**src/inc/iie_pkg.sv**
```systemverilog
// ---------------------------------------------------------------------
// Constants for the isolated input event block
// ---------------------------------------------------------------------
package iie_pkg;

  // Geometry
  localparam int NUM_PORTS = 4;
  localparam int PORT_W    = 8;
  localparam int NUM_LINES = NUM_PORTS * PORT_W;
  localparam int NIB_N     = NUM_LINES / 4;

  // Word offsets (byte address) of the bank ports and fixed registers
  localparam logic [7:0] OFS_PORT0   = 8'h00;
  localparam logic [7:0] OFS_PORT7   = 8'h1c;
  localparam logic [7:0] OFS_IER     = 8'h20;
  localparam logic [7:0] OFS_IVR     = 8'h24;

  // Port indices inside a bank
  localparam logic [2:0] P_DB_CTRL   = 3'h0;
  localparam logic [2:0] P_DB_DUR0   = 3'h1;
  localparam logic [2:0] P_DB_CLK    = 3'h3;
  localparam logic [2:0] P_POLARITY  = 3'h6;
  localparam logic [2:0] P_BANK      = 3'h7;

  // Field positions
  localparam int BANK_LSB    = 6;
  localparam int IER_EN_BIT  = 0;
  localparam int IER_SRST_BIT = 1;
  localparam logic [5:0] IER_UNUSED_RD = 6'h3f;

  // Bank codes
  typedef enum logic [1:0] {
    IIE_BANK_LEVEL = 2'b00,
    IIE_BANK_EVENT = 2'b01,
    IIE_BANK_DEB   = 2'b10,
    IIE_BANK_BAD   = 2'b11
  } iie_bank_t;

  // Unlock sequence progress
  typedef enum logic [2:0] {
    IIE_UL_IDLE = 3'b000,
    IIE_UL_B1   = 3'b001,
    IIE_UL_B2   = 3'b010,
    IIE_UL_B3   = 3'b011,
    IIE_UL_ENH  = 3'b100
  } iie_mode_t;

  localparam logic [7:0] UNLOCK_B0 = 8'h07;
  localparam logic [7:0] UNLOCK_B1 = 8'h0d;
  localparam logic [7:0] UNLOCK_B2 = 8'h06;
  localparam logic [7:0] UNLOCK_B3 = 8'h12;

  // Reset values
  localparam logic [7:0]  RST_BYTE  = 8'h00;
  localparam logic [31:0] RST_WORD  = 32'h0000_0000;

  // Clock and debounce windows (upper bound of each window)
  localparam longint CLK_HZ       = 20000000;
  localparam longint DB0_NS       = 4000;
  localparam longint DB1_NS       = 64000;
  localparam longint DB2_NS       = 1000000;
  localparam longint DB3_NS       = 8000000;
  localparam longint DB0_CYC      = DB0_NS * CLK_HZ / 1000000000;
  localparam longint DB1_CYC      = DB1_NS * CLK_HZ / 1000000000;
  localparam int     DB_CNT_W     = 18;

endpackage : iie_pkg

```
**src/logic/iie_top.sv**
```systemverilog
`timescale 1ns/1ps
// What this block does
// - Thirty-two inputs form four eight-bit ports, zero to three.
// - Inputs are non-inverting; an undriven line reads zero.
// - Port read returns eight levels on bits 0-7, high reads one.
// - Unmasked write of 1 forces a line to read 0 until cleared.
// - Enhanced mode has banks: levels, event sense, debounce setup.
// - Event sensing works only in enhanced mode, enabled per channel.
// - Polarity per nibble: positive rising, negative falling edges.
// - Any reset clears, disables detectors and sets positive polarity.
// - Pairing opposite-polarity nibbles gives up to 16 change detectors.
// - With debounce, a level counts only after stable whole window.
// - Debounce timing runs only when its clock select is set.
// - Duration selects one of four windows, 4us to 8ms.
// - Interrupts only in enhanced mode for enabled channels.
// - Writing 0 clears an event flag; writing 1 re-arms it.
// - Request line driven only while enable bit 0 is set.
// - Vector fetch is answered with the stored 8-bit vector.
// - Request released when flag cleared or enable bit 0 cleared.
// - Enhanced bank 0 reads levels, bank 1 reads latched flags.
// - Vector survives software reset, enable takes bit 0 of the reset write, bus reset clears both.
// - Port 7 bits 7:6 pick bank 00 levels, 01 events, 10 debounce.
// - Enable bit 1 triggers software reset, is not stored, reads 0.
// - Any reset returns standard mode and clears the write mask.
module iie_top
  import iie_pkg::*;
#(
  parameter int DB2_CYC = 20000,
  parameter int DB3_CYC = 160000
)
(
  // Clock and reset
  input  wire logic                       CLK,
  input  wire logic                       RST_N,
  // Wishbone slave
  input  wire logic                       CYC_I,
  input  wire logic                       STB_I,
  input  wire logic                       WE_I,
  input  wire logic [7:0]                 ADR_I,
  input  wire logic [3:0]                 SEL_I,
  input  wire logic [31:0]                DAT_I,
  output logic      [31:0]                DAT_O,
  output logic                            ACK_O,
  // Field inputs, first_input_line is bit 0, last_input_line bit 31
  input  wire logic [iie_pkg::NUM_LINES-1:0] IN_LINES,
  // Interrupt request and vector_fetch_cycle
  output logic                            IRQ_N,
  input  wire logic                       VEC_FETCH,
  output logic      [7:0]                 VEC_DATA,
  output logic                            VEC_ACK
);
  import iie_pkg::*;

  // -------------------------------------------------------------------
  // State
  // -------------------------------------------------------------------
  iie_mode_t              mode_r, mode_nxt;
  iie_bank_t              bank_r, bank_nxt;
  logic [NUM_PORTS-1:0]   wmask_r, wmask_nxt;
  logic [NUM_LINES-1:0]   force_r, force_nxt;
  logic [NUM_LINES-1:0]   ev_en_r, ev_en_nxt;
  logic [NUM_LINES-1:0]   flag_r, flag_nxt;
  logic [NIB_N-1:0]       pol_r, pol_nxt;
  logic [NUM_PORTS-1:0]   db_ctl_r, db_ctl_nxt;
  logic [7:0]             db_dur_r, db_dur_nxt;
  logic                   db_clk_r, db_clk_nxt;
  logic                   ier_en_r;
  logic [7:0]             ivr_r;
  logic                   ack_r;
  logic [31:0]            dat_r;
  logic                   irq_n_r;
  logic [7:0]             vec_r;
  logic                   vack_r;
  logic [NUM_LINES-1:0]   stable;
  logic [NUM_LINES-1:0]   prev_r;

  // -------------------------------------------------------------------
  // Bus decode
  // -------------------------------------------------------------------
  wire        req      = CYC_I & STB_I & ~ack_r;
  wire        wr       = req & WE_I & SEL_I[0];
  wire        rd       = req & ~WE_I;
  // Address bits 1:0 are ignored, every register is one word
  wire        in_bank  = ADR_I[7:2] <= OFS_PORT7[7:2];
  wire [2:0]  port     = ADR_I[4:2];
  wire        hit_ier  = ADR_I[7:2] == OFS_IER[7:2];
  wire        hit_ivr  = ADR_I[7:2] == OFS_IVR[7:2];
  wire [7:0]  wdat     = DAT_I[7:0];
  wire        enh      = mode_r == IIE_UL_ENH;
  wire        bank_acc = req & in_bank;
  wire        soft_rst = wr & hit_ier & wdat[IER_SRST_BIT];
  wire        wr_p7    = wr & in_bank & (port == P_BANK);
  wire        wr_lvl   = wr & in_bank & (~enh | bank_r == IIE_BANK_LEVEL);
  wire        wr_ev    = wr & in_bank & enh & bank_r == IIE_BANK_EVENT;
  wire        wr_db    = wr & in_bank & enh & bank_r == IIE_BANK_DEB;

  // Line value seen by software: filtered level with forced-low lines
  wire [NUM_LINES-1:0] level = stable & ~force_r;

  // -------------------------------------------------------------------
  // Debounce, one filter per line
  // -------------------------------------------------------------------
  genvar gi;
  generate
    for (gi = 0; gi < NUM_LINES; gi++)
    begin : g_line
      localparam int PRT = gi / PORT_W;
      logic [DB_CNT_W-1:0] cnt_r;
      logic                stab_r;
      logic [1:0]          dsel;
      logic [DB_CNT_W-1:0] lim;
      logic                on;
      assign dsel = db_dur_r[2*PRT +: 2];
      assign on   = enh & db_clk_r & db_ctl_r[PRT];
      // Window upper bound, so the guarantee holds for the whole span
      assign lim  = (dsel == 2'd0) ? DB_CNT_W'(DB0_CYC) :
                    (dsel == 2'd1) ? DB_CNT_W'(DB1_CYC) :
                    (dsel == 2'd2) ? DB_CNT_W'(DB2_CYC) :
                                     DB_CNT_W'(DB3_CYC);
      assign stable[gi] = on ? stab_r : IN_LINES[gi];
      // Counts consecutive cycles that differ from the accepted level
      always_ff @(posedge CLK or negedge RST_N)
      begin
        if (!RST_N)
        begin
          cnt_r  <= '0;
          stab_r <= 1'b0;
        end
        else if (!on || IN_LINES[gi] == stab_r || soft_rst)
        begin
          cnt_r  <= '0;
          stab_r <= on ? stab_r : IN_LINES[gi];
        end
        else if (cnt_r >= lim - DB_CNT_W'(1))
        begin
          cnt_r  <= '0;
          stab_r <= IN_LINES[gi];
        end
        else
        begin
          cnt_r  <= cnt_r + DB_CNT_W'(1);
        end
      end
    end
  endgenerate

  // -------------------------------------------------------------------
  // Edge detection per channel
  // -------------------------------------------------------------------
  wire [NUM_LINES-1:0] pol_neg;
  generate
    for (gi = 0; gi < NUM_LINES; gi++)
    begin : g_pol
      assign pol_neg[gi] = pol_r[gi / 4];
    end
  endgenerate
  wire [NUM_LINES-1:0] rise = stable & ~prev_r;
  wire [NUM_LINES-1:0] fall = ~stable & prev_r;
  wire [NUM_LINES-1:0] edge_hit =
    ((rise & ~pol_neg) | (fall & pol_neg)) & ev_en_r & {NUM_LINES{enh}};

  // -------------------------------------------------------------------
  // Next-state logic for the configuration and unlock
  // -------------------------------------------------------------------
  always_comb
  begin
    mode_nxt   = mode_r;
    bank_nxt   = bank_r;
    wmask_nxt  = wmask_r;
    force_nxt  = force_r;
    ev_en_nxt  = ev_en_r;
    pol_nxt    = pol_r;
    db_ctl_nxt = db_ctl_r;
    db_dur_nxt = db_dur_r;
    db_clk_nxt = db_clk_r;
    // Unlock walk; any stray access restarts it
    if (!enh && req)
    begin
      if (wr_p7 && mode_r == IIE_UL_IDLE && wdat == UNLOCK_B0)
        mode_nxt = IIE_UL_B1;
      else if (wr_p7 && mode_r == IIE_UL_B1 && wdat == UNLOCK_B1)
        mode_nxt = IIE_UL_B2;
      else if (wr_p7 && mode_r == IIE_UL_B2 && wdat == UNLOCK_B2)
        mode_nxt = IIE_UL_B3;
      else if (wr_p7 && mode_r == IIE_UL_B3 && wdat == UNLOCK_B3)
        mode_nxt = IIE_UL_ENH;
      else
        mode_nxt = IIE_UL_IDLE;
    end
    // Bank select; code 11 is refused and the bank stays
    if (enh && wr_p7 && wdat[7:6] != IIE_BANK_BAD)
      bank_nxt = iie_bank_t'(wdat[7:6]);
    // Mask rides on a bank-0 code: a refused code leaves it alone,
    // and leaving bank 0 does not wipe it
    if (enh && wr_p7 && wdat[7:6] == IIE_BANK_LEVEL)
      wmask_nxt = wdat[NUM_PORTS-1:0];
    // Unmasked writes drive the forced-low latches
    if (wr_lvl && port < 3'(NUM_PORTS) && !wmask_r[port[1:0]])
      force_nxt[port[1:0]*PORT_W +: PORT_W] = wdat;
    if (wr_ev && port < 3'(NUM_PORTS))
      ev_en_nxt[port[1:0]*PORT_W +: PORT_W] = wdat;
    if (wr_ev && port == P_POLARITY)
      pol_nxt = wdat;
    if (wr_db && port == P_DB_CTRL)
      db_ctl_nxt = wdat[NUM_PORTS-1:0];
    if (wr_db && port == P_DB_DUR0)
      db_dur_nxt = wdat;
    if (wr_db && port == P_DB_CLK)
      db_clk_nxt = wdat[0];
  end

  // Flags: an edge in the clearing cycle still lands
  wire [NUM_LINES-1:0] clr_mask = wr_ev && port < 3'(NUM_PORTS) ?
    ~({{(NUM_LINES-PORT_W){1'b0}}, ~wdat} << (port[1:0]*PORT_W)) :
    {NUM_LINES{1'b1}};
  assign flag_nxt = edge_hit | (flag_r & clr_mask);

  // -------------------------------------------------------------------
  // Read mux
  // -------------------------------------------------------------------
  wire [7:0] lvl_b  = level[port[1:0]*PORT_W +: PORT_W];
  wire [7:0] flg_b  = flag_r[port[1:0]*PORT_W +: PORT_W];
  wire [7:0] p7_b   = {bank_r, 2'b00,
                       bank_r == IIE_BANK_LEVEL ? wmask_r : 4'h0};
  wire [7:0] deb_b  = port == P_DB_CTRL ? {4'h0, db_ctl_r} :
                      port == P_DB_DUR0 ? db_dur_r :
                      port == P_DB_CLK  ? {7'h00, db_clk_r} : 8'h00;
  wire [7:0] bank_b =
    !enh ? (port < 3'(NUM_PORTS) ? lvl_b : 8'h00) :
    port == P_BANK ? p7_b :
    bank_r == IIE_BANK_LEVEL ? (port < 3'(NUM_PORTS) ? lvl_b : 8'h00) :
    bank_r == IIE_BANK_EVENT ? (port < 3'(NUM_PORTS) ? flg_b : 8'h00) :
    deb_b;
  wire [7:0] rd_b   = in_bank ? bank_b :
                      hit_ier ? {IER_UNUSED_RD, 1'b0, ier_en_r} :
                      hit_ivr ? ivr_r : 8'h00;
  wire       irq_lvl = ier_en_r & enh & (|flag_r);
  // A fetch is answered only while the request line already stands low
  wire       vec_take = VEC_FETCH & ~irq_n_r & ~vack_r;

  // -------------------------------------------------------------------
  // Registers cleared by any reset, software reset included, except prev_r, which software reset loads from stable
  // -------------------------------------------------------------------
  always_ff @(posedge CLK or negedge RST_N)
  begin
    if (!RST_N)
    begin
      mode_r   <= IIE_UL_IDLE;
      bank_r   <= IIE_BANK_LEVEL;
      wmask_r  <= '0;
      force_r  <= '0;
      ev_en_r  <= '0;
      flag_r   <= '0;
      pol_r    <= '0;
      db_ctl_r <= '0;
      db_dur_r <= RST_BYTE;
      db_clk_r <= 1'b0;
      prev_r   <= '0;
    end
    else if (soft_rst)
    begin
      mode_r   <= IIE_UL_IDLE;
      bank_r   <= IIE_BANK_LEVEL;
      wmask_r  <= '0;
      force_r  <= '0;
      ev_en_r  <= '0;
      flag_r   <= '0;
      pol_r    <= '0;
      db_ctl_r <= '0;
      db_dur_r <= RST_BYTE;
      db_clk_r <= 1'b0;
      prev_r   <= stable;
    end
    else
    begin
      mode_r   <= mode_nxt;
      bank_r   <= bank_nxt;
      wmask_r  <= wmask_nxt;
      force_r  <= force_nxt;
      ev_en_r  <= ev_en_nxt;
      flag_r   <= flag_nxt;
      pol_r    <= pol_nxt;
      db_ctl_r <= db_ctl_nxt;
      db_dur_r <= db_dur_nxt;
      db_clk_r <= db_clk_nxt;
      prev_r   <= stable;
    end
  end

  // -------------------------------------------------------------------
  // Interrupt control and vector; software reset keeps the vector, the enable takes bit 0 of the reset write
  // -------------------------------------------------------------------
  always_ff @(posedge CLK or negedge RST_N)
  begin
    if (!RST_N)
    begin
      ier_en_r <= 1'b0;
      ivr_r    <= RST_BYTE;
    end
    else
    begin
      if (wr && hit_ier)
        ier_en_r <= wdat[IER_EN_BIT];
      if (wr && hit_ivr)
        ivr_r <= wdat;
    end
  end

  // Bus answer, request line and vector answer, all registered
  always_ff @(posedge CLK or negedge RST_N)
  begin
    if (!RST_N)
    begin
      ack_r   <= 1'b0;
      dat_r   <= RST_WORD;
      irq_n_r <= 1'b1;
      vec_r   <= RST_BYTE;
      vack_r  <= 1'b0;
    end
    else
    begin
      ack_r   <= CYC_I & STB_I & ~ack_r;
      dat_r   <= rd ? {24'h000000, rd_b} : RST_WORD;
      irq_n_r <= ~irq_lvl;
      vack_r  <= vec_take;
      vec_r   <= vec_take ? ivr_r : RST_BYTE;
    end
  end

  assign DAT_O    = dat_r;
  assign ACK_O    = ack_r;
  assign IRQ_N    = irq_n_r;
  assign VEC_DATA = vec_r;
  assign VEC_ACK  = vack_r;

endmodule : iie_top

```
**config.mk**
```make
export PLATFORM = sky130hd
export DESIGN_NAME = iie_top
export DESIGN_NICKNAME = d
export VERILOG_FILES = /design/src/inc/iie_pkg.sv /design/src/logic/iie_top.sv
export SDC_FILE = /design/constraint.sdc
export NUM_CORES = 2
export LEC_CHECK = 0
export BUFFER_PORTS_ARGS = -buffer_cell sky130_fd_sc_hd__buf_2
export CAP_MARGIN = 10
export CORE_AREA = 2 2 364 294
export DETAILED_ROUTE_END_ITERATION = 12
export DIE_AREA = 0 0 366 296
export GPL_TIMING_DRIVEN = 0
export PLACE_DENSITY_LB_ADDON = 0.3
export SYNTH_ARGS = -nofsm -noshare
export SYNTH_HDL_FRONTEND = slang
export SYNTH_SLANG_ARGS = --single-unit
export TNS_END_PERCENT = 1
```
**constraint.sdc**
```tcl
create_clock -name CLK -period 3.65 [get_ports CLK]
set_clock_uncertainty 0.1 [all_clocks]
set_input_delay 1.095 -clock CLK [delete_from_list [all_inputs] [get_ports CLK]]
set_output_delay 1.095 -clock CLK [all_outputs]
set_load 0.05 [all_outputs]
```
==> results.ini <==
[global_route]
grt_usage_pct=22.6
grt_pass1_wl_um=196000
grt_pass1_vias=35570
grt_max_degree=119
overflow=0
antenna_found_initial=12

[logic_synthesis]
synth_common_cells=793 x dfrtp_1, 711 x nor2_1, 504 x ha_1
syn_avg_cell_area_sq_um=9.67
yosysWarnings=0
yosysUniqueCellTypes=79
ys.flop_type=dfrtp_1
yosys.area.top_type=dfrtp_1
synth_most_common_cell=dfrtp_1
netlist.area_leader.share_pct=42.5
ys_ff_latch=794
synth.cell_area_sq_um=46700
async_flop_share_pct=100
synthCells=4834
yosysSeqAreaShare_pct=42.5
synth_area_leaders=dfrtp_1 42%, ha_1 13%, nor2_1 5.7%
synth_edf_count=0

[critical_path]
critical_path_required_ns=4.13
worstPathArrival_ns=4.12
startpoint_type=input port
cp_top_family=buffers and inverters
crit_fanout=12
cp-end-kind=flip-flop
crit_chain=buf_2 > buf_4 > inv_2 > ha_1 > and3b_1 > and4_4 > clkbuf_4 > buf_2 > o21ai_1 > mux2_2
reg2reg_depth=13
timing.critical_path.mode_cell=buf_2
critPathMaxStageDelay_ns=0.61
rr_endpoint=g_line[19].cnt_r[12]
slowest_stage=o21ai_1
path_buf_inv=5
reg2reg_from=db_dur_r[5]
critPathKind=in -> reg
reg2reg_slack_ns=0.03

[clock_network]
clk_latency_ns=0.69
cts.sinks=794
cts_root_buffer=clkbuf_16
ctsLongestPathBuffers=3
cts_buffers=88
clkTransAtPathRegs_ns=0.06
cts_tree=done
htreeDepth=3
hold_buffers=0

[placed_design]
post-place-ws_ns=-1.75
gp_congestion=0.966
io_buffers=68
hpwl_um=86100

[sta]
fin_crit_ns=3.64
slew_headroom_pct=16.7
drv_slew=0
timing.hold.ws_ns=0.240
post-route-period-util_pct=99.8
setup_viol=0
timing.fmax_ghz=0.274
worstMarginPinSlew_ns=1.24
fin_ws_ns=0.00692
hold_viol=0
rsz0062_at_grt=true

[routing]
drc=0
vias=36218
viasPerCell=5.47
drtIter0Drc=2831
first_pass_iters=5
wire_per_inst_um=18.5
ant_nets=0
routed_wl_um=122000

[pwr]
power_density_nw_per_um2=356
p_total_mw=19.0
ir_drop_mv=0.319
p_leak_nw=23.5

[run_status]
status=completed

[layout]
utilization_pct=50.6
nets=5712
syn_to_final_growth_pct=13.9
drive_above_1_share_pct=9.46

[die]
fp.dieW_um=366
start_util_pct=44.4
row_count=107
die_y_um=296
die-area_sq_um=108000
ioPinCount=125
core-area_sq_um=105000

[hold_path]
hp-class=in -> async

[run]
drv_cap=0

==> routing by layer <==
metal / global-route usage, % / up-vias / part of all wire, %
li1: - / 17589 / -
met1: 32.6 / 17629 / 49
met2: 33.8 / 786 / 42
met3: 5.56 / 206 / 6.6
met4: 6.23 / 8 / 2.5
met5: 0 / - / 0.041
==> logic make-up after synthesis <==
group,count (synthesis),synth area share [%]
xor+xnor,533,9.99
fa+ha+maj,504,13.5
mux,95,2.39
buf+inv,301,2.75
other cells,2,0.0161
flops,794,42.5
simple gates,1883,18.6
compound gates,722,10.2
==> metrics by stage <==
step | area [sq um] | setup TNS (ns) | std cells
after floorplan | 47100 | 0 | 4928
after global placement | 49200 | - | 6413
after detailed placement | 49400 | -752.06 | 6422
after CTS | 52900 | -0.495 | 6607
after global routing | 53200 | -3.06 | 6618
final | 53200 | 0 | 6618
==> area by class of cell <==
type | instances | area, sq um
multi-input combinational | 3833 | 26300
clock buffer | 133 | 2690
sequential | 794 | 19900
timing repair inverter | 3 | 22.5
tap | 1417 | 1770
timing repair buffer | 106 | 805
fill | 9702 | 52000
inverter | 158 | 651
buffer | 142 | 731
clock inverter | 30 | 389
antenna | 2 | 5.00
==> report_power, final <==
part / leakage, nW / total [mW] / internal [mW] / switching (mW)
logic: 11.1 / 0.739 / 0.195 / 0.543
registers: 10.9 / 8.88 / 8.84 / 0.0331
clock network: 1.52 / 9.34 / 5.48 / 3.85
==> flip-flops by register name (all words and copies together), names as in the netlist, 2 cells and up <==
| register | count |
|---|---|
| ev_en_r | 32 |
| g_line.cnt_r | 576 |
| mode_r | 3 |
| DAT_O | 8 |
| pol_r | 8 |
| force_r | 32 |
| g_line.stab_r | 32 |
| VEC_DATA | 8 |
| db_ctl_r | 4 |
| bank_r | 2 |
| db_dur_r | 8 |
| ivr_r | 8 |
| flag_r | 32 |
| wmask_r | 4 |
| prev_r | 32 |
==> worst max-delay path by stage <==
stage / end / startpoint / cells after the start
floorplan: g_line[16].stab_r / ADR_I[3] / 10
global placement: g_line[22].cnt_r[2] / RST_N / 1
detailed placement: g_line[23].cnt_r[15] / db_dur_r[5] / 12
CTS: g_line[14].stab_r / db_dur_r[3] / 11
global route: g_line[19].cnt_r[12] / db_dur_r[5] / 13
finish: ev_en_r[1] / ADR_I[2] / 10
==> timing repair <==
item	4_1_cts	5_1_grt
buffers inserted	23	6
setup endpoints to repair	684	351
gates resized for setup	60	66
cloned	0	3
pin swaps	1	2
==> cell usage in the layout, fill, tap and decap left out, types with 138 or more instances in the layout <==
cell type  netlist  routed
a21oi_1        153     151
o21ai_0        190     189
xnor2_1        242     239
inv_1          156     140
nor2_1         711     710
nand3_1        270     270
xor2_1         291     291
dfrtp_1        793     787
ha_1           504     490
and3_1         138     138
nand2_1        374     373
Note: power is estimated with default switching activity, not from simulation.
